===== src/cpt_pkg.sv =====
// constants, field layouts and carrier types of the codec power-tune / input-config bank
package cpt_pkg;

    // clock and modulator-rate divider
    localparam int       CLK_HZ      = 20_000_000;
    localparam int       MOD_CLK_HZ  = 3_000_000;
    localparam int       MOD_DIV_INT = CLK_HZ / MOD_CLK_HZ; // rounds down: tick slightly fast
    localparam logic [2:0] MOD_DIV_LAST = 3'(MOD_DIV_INT - 1);

    // register offsets
    localparam logic [7:0] ADDR_AUX_TIMING = 8'h4C;
    localparam logic [7:0] ADDR_REC_TUNE   = 8'h4E;
    localparam logic [7:0] ADDR_PB_TUNE    = 8'h4F;
    localparam logic [7:0] ADDR_CH1_INPUT  = 8'h50;
    localparam logic [7:0] ADDR_AUX_CTRL   = 8'h51;

    // reset values
    localparam logic [7:0] RST_AUX_TIMING = 8'h5C;
    localparam logic [7:0] RST_REC_TUNE   = 8'h00;
    localparam logic [7:0] RST_PB_TUNE    = 8'h00;
    localparam logic [7:0] RST_CH1_INPUT  = 8'h00;
    localparam logic [7:0] RST_AUX_CTRL   = 8'h00;

    // writable bits; read-only reserved bits keep their reset value
    localparam logic [7:0] WMASK_AUX_TIMING = 8'hFC;
    localparam logic [7:0] WMASK_REC_TUNE   = 8'hFC;
    localparam logic [7:0] WMASK_PB_TUNE    = 8'hFE;
    localparam logic [7:0] WMASK_CH1_INPUT  = 8'hFF;
    localparam logic [7:0] WMASK_AUX_CTRL   = 8'hF8;

    // field positions
    localparam int AT_DISCARD_LSB = 6;
    localparam int AT_RESET_LSB   = 4;
    localparam int AT_OSR_LSB     = 2;
    localparam int RT_MODCLK      = 7;
    localparam int RT_COMB        = 6;
    localparam int RT_FIR         = 5;
    localparam int RT_LOWPWR      = 2;
    localparam int PT_MODCLK      = 7;
    localparam int PT_FIRSEG      = 5;
    localparam int PT_LOWPWR      = 2;
    localparam int PT_IREF        = 1;
    localparam int CH_SRC_LSB     = 6;
    localparam int CH_IMP_LSB     = 4;
    localparam int CH_CM_LSB      = 2;
    localparam int CH_FS          = 1;
    localparam int CH_BW          = 0;
    localparam int AC_EN          = 7;
    localparam int AC_MODE_LSB    = 5;
    localparam int AC_START       = 4;
    localparam int AC_STOP        = 3;
    localparam int AC_DONE        = 2;

    // channels visited by the multi-channel modes
    localparam logic [1:0] AUX_LAST_CH = 2'h3;

    // auxiliary converter modes
    localparam logic [1:0] MODE_ONESHOT_SINGLE = 2'h0;
    localparam logic [1:0] MODE_ONESHOT_MULTI  = 2'h1;
    localparam logic [1:0] MODE_SEQ_SINGLE     = 2'h2;
    localparam logic [1:0] MODE_SEQ_MULTI      = 2'h3;

    typedef enum logic [1:0] {
        AUX_IDLE    = 2'h0,
        AUX_RESET   = 2'h1,
        AUX_DISCARD = 2'h3,
        AUX_CONVERT = 2'h2
    } cpt_aux_phase_t;

    typedef struct packed {
        logic       modclkHalve;
        logic       combOrder;
        logic       firSkip;
        logic       lowpowerFilterEn;
    } cpt_rec_cfg_t;

    typedef struct packed {
        logic       modclkHalve;
        logic       firSegmenterSkip;
        logic       lowpowerFilterEn;
        logic       refcurrentHalve;
    } cpt_pb_cfg_t;

    typedef struct packed {
        logic [1:0] inputSource;
        logic [1:0] inputImpedance;
        logic [1:0] commonModeTolerance;
        logic       fullScaleSelect;
        logic       bandwidthSelect;
    } cpt_ch1_cfg_t;

    typedef struct packed {
        logic [1:0] discardCountSel;
        logic [1:0] resetLengthSel;
        logic [1:0] oversampleSel;
        logic       enable;
        logic [1:0] mode;
        logic       stop;
    } cpt_aux_cfg_t;

    // modulator clocks discarded after start, per code
    function automatic logic [10:0] discard_clks(input logic [1:0] sel);
        unique case (sel)
            2'h0: discard_clks = 11'h180;
            2'h1: discard_clks = 11'h240;
            2'h2: discard_clks = 11'h380;
            2'h3: discard_clks = 11'h400;
        endcase
    endfunction

    // modulator clocks of converter reset, per code
    function automatic logic [10:0] reset_clks(input logic [1:0] sel);
        unique case (sel)
            2'h0: reset_clks = 11'h032;
            2'h1: reset_clks = 11'h04B;
            2'h2: reset_clks = 11'h064;
            2'h3: reset_clks = 11'h096;
        endcase
    endfunction

    // oversampling ratio, per code
    function automatic logic [10:0] osr_clks(input logic [1:0] sel);
        unique case (sel)
            2'h0: osr_clks = 11'h020;
            2'h1: osr_clks = 11'h040;
            2'h2: osr_clks = 11'h060;
            2'h3: osr_clks = 11'h080;
        endcase
    endfunction

endpackage


===== src/cpt_aux_seq.sv =====
// auxiliary converter sequencer: reset, discard and oversample phases per channel
`timescale 1ns/1ns
module cpt_aux_seq (
    input  wire logic                 clk,
    input  wire logic                 rst_n,
    input  wire logic                 modTick,
    input  wire cpt_pkg::cpt_aux_cfg_t cfg,
    input  wire logic                 startReq,
    output logic                      convBusy,
    output logic [1:0]                convChan,
    output logic                      convDone
);
    typedef struct packed {
        cpt_pkg::cpt_aux_phase_t phase;
        logic [10:0]             cnt;
        logic [1:0]              chan;
        logic                    busy;
        logic                    done;
    } cpt_seq_state_t;

    cpt_seq_state_t s_r;
    cpt_seq_state_t s_nxt;
    logic           seqMode;
    logic           multiMode;

    assign seqMode   = cfg.mode[1];
    assign multiMode = cfg.mode[0];

    // phase walk, counted in modulator ticks
    always_comb begin
        s_nxt      = s_r;
        s_nxt.done = 1'b0;
        unique case (s_r.phase)
            cpt_pkg::AUX_IDLE: begin
                if (cfg.enable && (startReq || (seqMode && !cfg.stop))) begin
                    s_nxt.phase = cpt_pkg::AUX_RESET;
                    s_nxt.cnt   = 11'(cpt_pkg::reset_clks(cfg.resetLengthSel) - 11'h001);
                    s_nxt.chan  = 2'h0;
                end
            end
            cpt_pkg::AUX_RESET: begin
                if (modTick && s_r.cnt == 11'h000) begin
                    s_nxt.phase = cpt_pkg::AUX_DISCARD;
                    s_nxt.cnt = 11'(cpt_pkg::discard_clks(cfg.discardCountSel) - 11'h001);
                end else if (modTick) begin
                    s_nxt.cnt = s_r.cnt - 11'h001;
                end
            end
            cpt_pkg::AUX_DISCARD: begin
                if (modTick && s_r.cnt == 11'h000) begin
                    s_nxt.phase = cpt_pkg::AUX_CONVERT;
                    s_nxt.cnt   = 11'(cpt_pkg::osr_clks(cfg.oversampleSel) - 11'h001);
                end else if (modTick) begin
                    s_nxt.cnt = s_r.cnt - 11'h001;
                end
            end
            cpt_pkg::AUX_CONVERT: begin
                if (modTick && s_r.cnt == 11'h000) begin
                    s_nxt.phase = cpt_pkg::AUX_RESET;
                    s_nxt.cnt   = 11'(cpt_pkg::reset_clks(cfg.resetLengthSel) - 11'h001);
                    if (multiMode && s_r.chan != cpt_pkg::AUX_LAST_CH) begin
                        s_nxt.chan = s_r.chan + 2'h1;
                    end else if (seqMode && !cfg.stop) begin
                        s_nxt.chan = 2'h0; // sequential modes wrap around
                    end else begin
                        s_nxt.phase = cpt_pkg::AUX_IDLE;
                        s_nxt.done  = !seqMode;
                    end
                end else if (modTick) begin
                    s_nxt.cnt = s_r.cnt - 11'h001;
                end
            end
        endcase
        // disabling aborts any conversion at once
        if (!cfg.enable) begin
            s_nxt.phase = cpt_pkg::AUX_IDLE;
        end
        s_nxt.busy = (s_nxt.phase != cpt_pkg::AUX_IDLE);
    end

    // state register
    always_ff @(posedge clk or negedge rst_n) begin
        if (!rst_n) begin
            s_r <= '{phase: cpt_pkg::AUX_IDLE, cnt: 11'h000, chan: 2'h0, busy: 1'b0,
                     done: 1'b0};
        end else begin
            s_r <= s_nxt;
        end
    end

    assign convBusy = s_r.busy;
    assign convChan = s_r.chan;
    assign convDone = s_r.done;
endmodule // cpt_aux_seq


===== src/cpt_regbank.sv =====
// codec power-tune, record input and auxiliary converter register bank
// Function
// timing register at 0x4C, resets to 0x5C
// timing bits 7-6 pick discarded clocks: 384, 576, 896, 1024
// timing bits 5-4 pick converter reset length: 50, 75, 100, 150 clocks
// timing bits 3-2 pick oversampling ratio: 32, 64, 96, 128
// software writes reset values to reserved fields; read-only ones ignore writes
// record tuning register at 0x4E, resets to 0x00
// record bit 7 halves modulator clock from 3 MHz to 1.5 MHz; here the tick is 20 MHz / 6, so about 3.33 to 1.67 MHz
// record bit 6 picks comb order: 0 fifth, 1 fourth
// record bit 5 set bypasses the record FIR stage
// record bit 2 enables the record low-power filter
// playback tuning register at 0x4F, resets to 0x00
// playback bit 7 halves playback modulator clock
// playback bit 5 bypasses FIR and segmenter together
// playback bit 2 enables the playback low-power filter
// playback bit 1 halves the reference current
// channel 1 input register at 0x50, resets to 0x00
// channel 1 bits 7-6 select input source
// channel 1 bits 5-4 set input impedance; code 3 reserved
// channel 1 bits 3-2 set coupling and common-mode tolerance; code 3 reserved
// software sets 4 Vrms full scale only with its supporting settings
// bit 0 selects wide bandwidth; software uses it only at 40 kilo-ohm
// auxiliary control register holds enable and two-bit conversion mode
// writable fields hold the last written value until next write or reset
`timescale 1ns/1ns
module cpt_regbank (
    input  wire logic                  clk,
    input  wire logic                  rst_n,
    input  wire logic                  regWrEn,
    input  wire logic                  regRdEn,
    input  wire logic [7:0]            regAddr,
    input  wire logic [7:0]            regWrData,
    output logic [7:0]                 regRdData,
    output logic                       regRdValid,
    output cpt_pkg::cpt_rec_cfg_t      recCfg,
    output cpt_pkg::cpt_pb_cfg_t       pbCfg,
    output cpt_pkg::cpt_ch1_cfg_t      ch1Cfg,
    output cpt_pkg::cpt_aux_cfg_t      auxCfg,
    output logic                       recModTick,
    output logic                       auxConvBusy,
    output logic [1:0]                 auxConvChan
);
    typedef struct packed {
        logic [7:0] auxTiming;
        logic [7:0] recTune;
        logic [7:0] pbTune;
        logic [7:0] ch1Input;
        logic [7:0] auxCtrl;
        logic       auxDone;
        logic       startPulse;
        logic [7:0] rdData;
        logic       rdValid;
        logic [2:0] divCnt;
        logic       halfPhase;
        logic       modTick;
    } cpt_bank_state_t;

    cpt_bank_state_t s_r;
    cpt_bank_state_t s_nxt;
    logic            convDone;

    // merge a write into a register, keeping read-only bits
    function automatic logic [7:0] merge_wr(input logic [7:0] cur, input logic [7:0] wd,
                                            input logic [7:0] mask);
        merge_wr = (cur & ~mask) | (wd & mask);
    endfunction

    // read multiplexer; unmapped offsets read as zero
    function automatic logic [7:0] read_mux(input logic [7:0] addr,
                                            input cpt_bank_state_t st);
        unique case (addr)
            cpt_pkg::ADDR_AUX_TIMING: read_mux = st.auxTiming;
            cpt_pkg::ADDR_REC_TUNE:   read_mux = st.recTune;
            cpt_pkg::ADDR_PB_TUNE:    read_mux = st.pbTune;
            cpt_pkg::ADDR_CH1_INPUT:  read_mux = st.ch1Input;
            cpt_pkg::ADDR_AUX_CTRL: begin
                read_mux = st.auxCtrl;
                read_mux[cpt_pkg::AC_DONE] = st.auxDone;
            end
            default:                  read_mux = 8'h00;
        endcase
    endfunction

    // next-state logic: divider, register writes, read answer
    always_comb begin
        s_nxt            = s_r;
        s_nxt.rdValid    = 1'b0;
        s_nxt.startPulse = 1'b0;
        s_nxt.modTick    = 1'b0;
        // modulator tick, every second one when the record clock is halved
        if (s_r.divCnt == cpt_pkg::MOD_DIV_LAST) begin
            s_nxt.divCnt    = 3'h0;
            s_nxt.halfPhase = ~s_r.halfPhase;
            s_nxt.modTick   = ~s_r.recTune[cpt_pkg::RT_MODCLK] | s_r.halfPhase;
        end else begin
            s_nxt.divCnt = s_r.divCnt + 3'h1;
        end
        // register writes; read-only reserved bits are masked off
        if (regWrEn) begin
            unique case (regAddr)
                cpt_pkg::ADDR_AUX_TIMING: s_nxt.auxTiming = merge_wr(s_r.auxTiming,
                    regWrData, cpt_pkg::WMASK_AUX_TIMING);
                cpt_pkg::ADDR_REC_TUNE:   s_nxt.recTune = merge_wr(s_r.recTune,
                    regWrData, cpt_pkg::WMASK_REC_TUNE);
                cpt_pkg::ADDR_PB_TUNE:    s_nxt.pbTune = merge_wr(s_r.pbTune,
                    regWrData, cpt_pkg::WMASK_PB_TUNE);
                cpt_pkg::ADDR_CH1_INPUT:  s_nxt.ch1Input = merge_wr(s_r.ch1Input,
                    regWrData, cpt_pkg::WMASK_CH1_INPUT);
                cpt_pkg::ADDR_AUX_CTRL: begin
                    s_nxt.auxCtrl = merge_wr(s_r.auxCtrl, regWrData,
                                             cpt_pkg::WMASK_AUX_CTRL);
                    s_nxt.startPulse = regWrData[cpt_pkg::AC_START]
                                     & regWrData[cpt_pkg::AC_EN];
                end
                default: ;
            endcase
        end
        // done flag: a new start clears it, a finished one-shot conversion sets it and wins
        if (s_nxt.startPulse) begin
            s_nxt.auxDone = 1'b0;
        end
        if (convDone) begin
            s_nxt.auxDone = 1'b1;
        end
        // read answer one cycle after the strobe
        if (regRdEn) begin
            s_nxt.rdData  = read_mux(regAddr, s_r);
            s_nxt.rdValid = 1'b1;
        end
    end

    // state register
    always_ff @(posedge clk or negedge rst_n) begin
        if (!rst_n) begin
            s_r <= '{auxTiming: cpt_pkg::RST_AUX_TIMING, recTune: cpt_pkg::RST_REC_TUNE,
                     pbTune: cpt_pkg::RST_PB_TUNE, ch1Input: cpt_pkg::RST_CH1_INPUT,
                     auxCtrl: cpt_pkg::RST_AUX_CTRL, auxDone: 1'b0, startPulse: 1'b0,
                     rdData: 8'h00, rdValid: 1'b0, divCnt: 3'h0, halfPhase: 1'b0,
                     modTick: 1'b0};
        end else begin
            s_r <= s_nxt;
        end
    end

    // record path controls
    assign recCfg.modclkHalve      = s_r.recTune[cpt_pkg::RT_MODCLK];
    assign recCfg.combOrder        = s_r.recTune[cpt_pkg::RT_COMB];
    assign recCfg.firSkip          = s_r.recTune[cpt_pkg::RT_FIR];
    assign recCfg.lowpowerFilterEn = s_r.recTune[cpt_pkg::RT_LOWPWR];

    // playback path controls
    assign pbCfg.modclkHalve       = s_r.pbTune[cpt_pkg::PT_MODCLK];
    assign pbCfg.firSegmenterSkip  = s_r.pbTune[cpt_pkg::PT_FIRSEG];
    assign pbCfg.lowpowerFilterEn  = s_r.pbTune[cpt_pkg::PT_LOWPWR];
    assign pbCfg.refcurrentHalve   = s_r.pbTune[cpt_pkg::PT_IREF];

    // channel 1 input setup
    assign ch1Cfg.inputSource         = s_r.ch1Input[cpt_pkg::CH_SRC_LSB +: 2];
    assign ch1Cfg.inputImpedance      = s_r.ch1Input[cpt_pkg::CH_IMP_LSB +: 2];
    assign ch1Cfg.commonModeTolerance = s_r.ch1Input[cpt_pkg::CH_CM_LSB +: 2];
    assign ch1Cfg.fullScaleSelect     = s_r.ch1Input[cpt_pkg::CH_FS];
    assign ch1Cfg.bandwidthSelect     = s_r.ch1Input[cpt_pkg::CH_BW];

    // auxiliary converter settings
    assign auxCfg.discardCountSel = s_r.auxTiming[cpt_pkg::AT_DISCARD_LSB +: 2];
    assign auxCfg.resetLengthSel  = s_r.auxTiming[cpt_pkg::AT_RESET_LSB +: 2];
    assign auxCfg.oversampleSel   = s_r.auxTiming[cpt_pkg::AT_OSR_LSB +: 2];
    assign auxCfg.enable          = s_r.auxCtrl[cpt_pkg::AC_EN];
    assign auxCfg.mode            = s_r.auxCtrl[cpt_pkg::AC_MODE_LSB +: 2];
    assign auxCfg.stop            = s_r.auxCtrl[cpt_pkg::AC_STOP];

    assign regRdData  = s_r.rdData;
    assign regRdValid = s_r.rdValid;
    assign recModTick = s_r.modTick;

    // auxiliary converter sequencer
    cpt_aux_seq u_aux_seq (
        .clk      (clk),
        .rst_n    (rst_n),
        .modTick  (s_r.modTick),
        .cfg      (auxCfg),
        .startReq (s_r.startPulse),
        .convBusy (auxConvBusy),
        .convChan (auxConvChan),
        .convDone (convDone)
    );
endmodule // cpt_regbank


===== config.mk =====
export PLATFORM = sky130hd
export DESIGN_NAME = cpt_regbank
export DESIGN_NICKNAME = d
export VERILOG_FILES = /design/src/cpt_pkg.sv /design/src/cpt_aux_seq.sv /design/src/cpt_regbank.sv
export SDC_FILE = /design/constraint.sdc
export NUM_CORES = 1
export LEC_CHECK = 0
export ABC_AREA = 1
export ABC_CLOCK_PERIOD_IN_PS = 1300
export BUFFER_PORTS_ARGS = -buffer_cell sky130_fd_sc_hd__buf_2
export CORE_MARGIN = 1
export CORE_UTILIZATION = 35
export CTS_BUF_LIST = sky130_fd_sc_hd__clkbuf_4
export DETAILED_ROUTE_END_ITERATION = 8
export SYNTH_ARGS = -nofsm -noshare
export SYNTH_HDL_FRONTEND = slang
export SYNTH_SLANG_ARGS = --single-unit

===== constraint.sdc =====
create_clock -name clk -period 1.3 [get_ports clk]
set_input_delay 0.39 -clock clk [delete_from_list [all_inputs] [get_ports clk]]
set_output_delay 0.39 -clock clk [all_outputs]
set_load 0.01 [all_outputs]

==> impl_metrics.ini, run 1 <==
[sta]
whs_ps = 149
fin_crit_sh = 1.23
rsz0062_at_grt = yes
fmax_ghz = 0.626
hold_violations = 0
slew-limit-headroom = 0.755
setup_viol = 55
drv_slew = 0
worstMarginPinSlew_ps = 367
layout_min_cycle_time_ps = 1600
setup_slack_ps = -297
skew_ps = 22.5
tns_ps = -7380

[clocking]
cts-buffers-inserted = 9
cts_tree = yes
cts_max_path_buffers = 2
htree_num_levels = 3
cts.sinks = 65
cts.clk_slew.worst_paths_ps = 140
clk_latency_ps = 450
clock-root-buffer = clkbuf_4

[setup_path]
crit_type = reg -> out
arrival_ps = 1210
cp_common_cell = buf_6
worstSetupPathDepth = 2
critPathRequiredTime_ps = 910
critical_path.max_stage_delay_ps = 560
crit_buf_inv = 2
reg2reg_depth = 8
critPathCaptureType = output port
crit_family = flip-flops
crit_fanout = 2
crit_chain = buf_6 -> buf_6
slowest_stage = dfstp_2
startpoint_type = flop

[global_routing]
grt_pass1_wl_mm = 18.4
grt_use_met1 = 0.252
met2_usage = 0.342
first_global_vias = 3833
grt_max_degree = 66
antenna_found_initial = 0
grt_use_total = 0.205
top_usage_layer = met2
use_met3 = 0.0508
grt_overflow = 0

[yosys]
yosysWarnings = 0
yosys.area.top_type = dfrtp_1
synth_nets = 555
syn_inst = 523
ys_types = 34
ys_seq_area_frac = 0.409
synth-seq-cells = 65
netlist_area_um2 = 3990
yosysTopAreaCellShare = 0.383
synth_area_leaders = dfrtp_1, nand2_1, buf_4
avgSynthCellArea_um2 = 7.62

[power_and_ir_drop]
pwr-share-seq = 0.342
powerDensity_nw_per_um2 = 1270
p_sw_uw = 2900
ir_drop_mv = 0.618
p_sw_frac = 0.390
p_clk_frac = 0.204
pwr-share-comb = 0.454
internal_power_uw = 4540
p_leak_uw = 0.00296

[die]
die_w_um = 109
core_region_area_um2 = 11000
dieArea_um2 = 11800
start_util = 0.363
io_pins = 59
row_count = 38
die_height_um = 109

[drt]
antenna_left = 0
wire_per_inst_um = 13.9
via_per_inst = 4.75
drc = 0
wl_mm = 11.4
route.vias.total = 3898
firstDrtPassIters = 4
dr.first_iter.drc_count = 210

[cells_and_area]
finalInstanceArea_um2 = 5860
layout-drive-gt1-share = 0.465
postLayoutCoreUtil = 0.534
mostFrequentLayoutCell = nand2_1
layout.cells.non_filler = 820
area_growth_pct = 47.1
nNetsFinal = 707
antenna_cells = 0
layout_common_cells = nand2_1, buf_4, inv_1

[place]
dp_cells = 746
place_area_um2 = 4740
dp.final_hpwl_mm = 7.86
finalWeightedCongestion = 0.845
port_buffers = 58

[run_status]
violations = setup timing
status = finished with violations

[min_path]
min_path_type = in -> reg
hold_depth = 3

[run]
maxCapViolCount = 0
through the flow:
step,power [µW],setup slack (ps)
floorplan,3890,-97.3
detailed placement,4960,-332
global route,7940,-397
CTS,7010,-334
finish,7440,-297
global placement,4920,-312
logic make-up after synthesis:
family | count (synthesis) | share of synthesized area
flops | 65 | 0.409
xor+xnor | 3 | 0.00659
fa+ha+maj | 12 | 0.0377
simple gates | 236 | 0.273
compound gates | 85 | 0.115
buf+inv | 122 | 0.158
tightest hold or removal path, cell delays in order:
cell and delay [ps]:
buf_2 90, nand2_1 40, o21ai_0 50
power groups by stage:
stage / Combinational, µW / Sequential [µW] / Clock, µW
detailed placement: 2420 / 2540 / 0
finish: 3380 / 2550 / 1520
floorplan: 1320 / 2570 / 0
CTS: 2930 / 2510 / 1570
global placement: 2390 / 2540 / 0
global route: 3700 / 2570 / 1660
worst paths after layout:
check	from	endpoint	slack (ps)
min in group asynchronous	rst_n	u_aux_seq.s_r[11]$_DFFE_PN0P_	460
worst max-delay path	auxCfg[5]$_DFFE_PN1P_	auxCfg[5]	-300
worst min register to register	u_aux_seq.convDone$_DFF_PN0_	s_r[15]$_DFFE_PN0P_	500
max in group asynchronous	rst_n	auxCfg[6]$_DFFE_PN1P_	500
worst min-delay path	regWrData[5]	recCfg[1]$_DFFE_PN0P_	150
worst max register to register	auxCfg[5]$_DFFE_PN1P_	u_aux_seq.s_r[10]$_DFFE_PN0P_	-250
per-layer routing:
| layer | wire (µm) | part of all wire | vias to the layer above |
|---|---|---|---|
| met3 | 479 | 0.042 | 20 |
| met1 | 4920 | 0.43 | 1847 |
| met5 | 0 | 0 | - |
| li1 | - | - | 1935 |
| met4 | 239 | 0.021 | 0 |
| met2 | 5740 | 0.50 | 96 |
synth_stat cells:
master / instances
xor2_1: 3
o22ai_1: 2
nand2_1: 125
ha_1: 12
nor2_2: 4
nand2_4: 2
o21ai_1: 8
nor2_4: 5
nor2_8: 1
nand3_2: 1
inv_1: 73
o2111ai_1: 1
nor3_1: 2
buf_4: 39
o21ai_0: 50
a21oi_1: 13
o31ai_1: 1
nor2_1: 42
buf_6: 3
o211ai_1: 1
nand2_2: 2
dfrtp_1: 61
or2_2: 2
nand3_4: 2
o21bai_1: 3
buf_2: 2
dfstp_2: 4
inv_2: 4
nand3_1: 42
nor3_4: 1
clkbuf_1: 1
nor4_1: 1
o21a_1: 6
nand4_1: 4
area by class of cell:
class | count | area [µm²]
clock buffer | 9 | 67.6
clock inverter | 7 | 85.1
fill | 1006 | 5120
inverter | 77 | 302
multi-input combinational | 336 | 2140
sequential | 65 | 1640
tap | 140 | 175
timing repair buffer | 186 | 1450
flip-flops by register name (all words and copies together) (netlist names), 2 cells and up:
name / count
auxCfg: 10
ch1Cfg: 8
pbCfg: 4
recCfg: 4
regRdData: 8
s_r: 12
u_aux_seq.convChan: 2
u_aux_seq.s_r: 13
what timing repair did:
item                                    CTS  global route
hold buffers                              1             0
pin swaps                                13            30
resized for setup                        80            64
gates cloned                              1             0
hold endpoints to repair                 61             0
endpoints found under the setup margin   57            59
setup buffers                            43            17
Note: power is estimated with default switching activity, not from simulation.
==> run 2, diff against run 1 <==
--- a/config.mk
+++ b/config.mk
@@ -10,7 +10,6 @@
 export BUFFER_PORTS_ARGS = -buffer_cell sky130_fd_sc_hd__buf_2
 export CORE_MARGIN = 1
 export CORE_UTILIZATION = 35
-export CTS_BUF_LIST = sky130_fd_sc_hd__clkbuf_4
 export DETAILED_ROUTE_END_ITERATION = 8
 export SYNTH_ARGS = -nofsm -noshare
 export SYNTH_HDL_FRONTEND = slang
==> run 2 against run 1 <==
The run still ends with setup timing left. Sequential power about the same. Non-clock buffer count decreased by 26. Sequential share of layout area up 0.53 points. Combinational power shrank 8.0%. Critical endpoint unchanged. Largest power group unchanged.
==> impl_metrics.ini, run 2 (synthesized netlist as in run 1, its figures left out) <==
[cells_and_area]
postLayoutCoreUtil = 0.524
layout_common_cells = nand2_1, buf_4, inv_1
regArea_um2 = 1640
multiInputGateArea_um2 = 2080
nNetsFinal = 681
largest_reg_flops = 13
mostFrequentLayoutCell = nand2_1
nFillCells = 998
layout-drive-gt1-share = 0.425
area_growth_pct = 44.4
antenna_cells = 0
largest-register = u_aux_seq.s_r

[sta]
drv_slew = 0
rsz0062_at_grt = yes
hold_violations = 0
setup_viol = 28
fin_crit_sh = 1.16
fmax_ghz = 0.661
skew_ps = 9.44
worstMarginPinSlew_ps = 366
slew-limit-headroom = 0.756
layout_min_cycle_time_ps = 1510
setup_slack_ps = -213

[drt]
antenna_left = 0
via_per_inst = 4.70
wire_per_inst_um = 13.9
route.vias.total = 3735
wl_mm = 11.0
dr.first_iter.drc_count = 193
firstDrtPassIters = 5
drc = 0

[die]
dieArea_um2 = 11800
die_height_um = 109
start_util = 0.363
core_region_area_um2 = 11000
die_w_um = 109
row_count = 38
io_pins = 59

[clocking]
cts.sinks = 65
cts.clk_slew.worst_paths_ps = 60
ctsHoldBuffers = 0
htree_num_levels = 3
cts_tree = yes
clk_latency_ps = 340
clock-root-buffer = clkbuf_16
cts-buffers-inserted = 9
cts_max_path_buffers = 2

[setup_path]
crit_buf_inv = 2
critPathCaptureType = output port
critical_path.max_stage_delay_ps = 570
rrSetupSlack_ps = -180
crit_chain = buf_6 -> buf_6
cp_common_cell = buf_6
startpoint_type = flop
critPathRequiredTime_ps = 910
crit_fanout = 3
crit_type = reg -> out
worstSetupPathDepth = 2
arrival_ps = 1120
slowest_stage = dfstp_2
reg2reg_depth = 10
worstSetupEndpoint = auxCfg[5]
rr_endpoint = u_aux_seq.s_r[7]$_DFFE_PN0P_
r2r-start = u_aux_seq.s_r[8]$_DFFE_PN0P_
crit_start = auxCfg[5]$_DFFE_PN1P_
crit_family = flip-flops

[global_routing]
first_global_vias = 3698
grt_use_total = 0.198
grt_max_degree = 66
antenna_found_initial = 0
grt_overflow = 0
grt_pass1_wl_mm = 17.8

[power_and_ir_drop]
ir_drop_mv = 0.634
power_uw = 8180
powerDensity_nw_per_um2 = 1420
p_leak_uw = 0.00290

[run]
maxCapViolCount = 0

[run_status]
status = finished with violations
violations = setup timing

[place]
port_buffers = 58
finalWeightedCongestion = 0.845
dp.final_hpwl_mm = 7.86

[min_path]
min_path_type = in -> async
run 2: through the flow:
| stage | setup TNS, ps | setup WS (ps) | instance area [µm²] | hold slack, ps | std cells |
|---|---|---|---|---|---|
| after floorplan | -278 | -97.3 | 4080 | 94.4 | 523 |
| after global placement | -7890 | -312 | 4740 | 436 | 746 |
| after detailed placement | -9590 | -332 | 4740 | 437 | 746 |
| after CTS | -3750 | -220 | 5450 | 81.0 | 780 |
| after global routing | -5400 | -281 | 5750 | 99.9 | 794 |
| final | -3550 | -213 | 5750 | 67.6 | 794 |
run 2: layout make-up:
cell class	count	share of cell area
clock inverter	7	0.0148
sequential	65	0.284
timing repair buffer	160	0.218
inverter	77	0.0520
multi-input combinational	336	0.361
tap	140	0.0304
clock buffer	9	0.0391
run 2: power breakdown:
group          internal [µW]  leakage, µW  switching, µW  total (µW)
sequential              2310     0.000807            235        2550
combinational           1430      0.00194           1670        3110
clock                   1520     0.000153           1010        2530
run 2: timing repair:
item                       CTS  global route
gates resized for setup     67            56
setup endpoints to repair   35            43
pin swaps                   18            34
cloned                       1             0
setup buffers               17            17
run 2: worst register-to-register path, delay by kind of cell (launching register included):
| kind | cells | cell delay, ps |
|---|---|---|
| flops | 1 | 400 |
| simple gates | 8 | 780 |
| buf+inv | 1 | 140 |
| compound gates | 1 | 90 |
run 2: worst min path at each step:
stage,start,depth (start not counted),to
finish,rst_n,2,u_aux_seq.s_r[11]$_DFFE_PN0P_
global route,rst_n,2,u_aux_seq.s_r[8]$_DFFE_PN0P_
CTS,rst_n,2,u_aux_seq.s_r[11]$_DFFE_PN0P_
detailed placement,rst_n,2,u_aux_seq.s_r[11]$_DFFE_PN0P_
global placement,rst_n,2,u_aux_seq.s_r[5]$_DFFE_PN0P_
floorplan,rst_n,0,auxCfg[0]$_DFFE_PN0P_
run 2: routing by layer:
layer | track usage | wire length (µm) | up-vias
met4 | 0.0956 | 287 | 0
met2 | 0.329 | 5430 | 83
li1 | - | - | 1875
met3 | 0.0436 | 458 | 18
met5 | 0 | 0 | -
met1 | 0.242 | 4850 | 1759
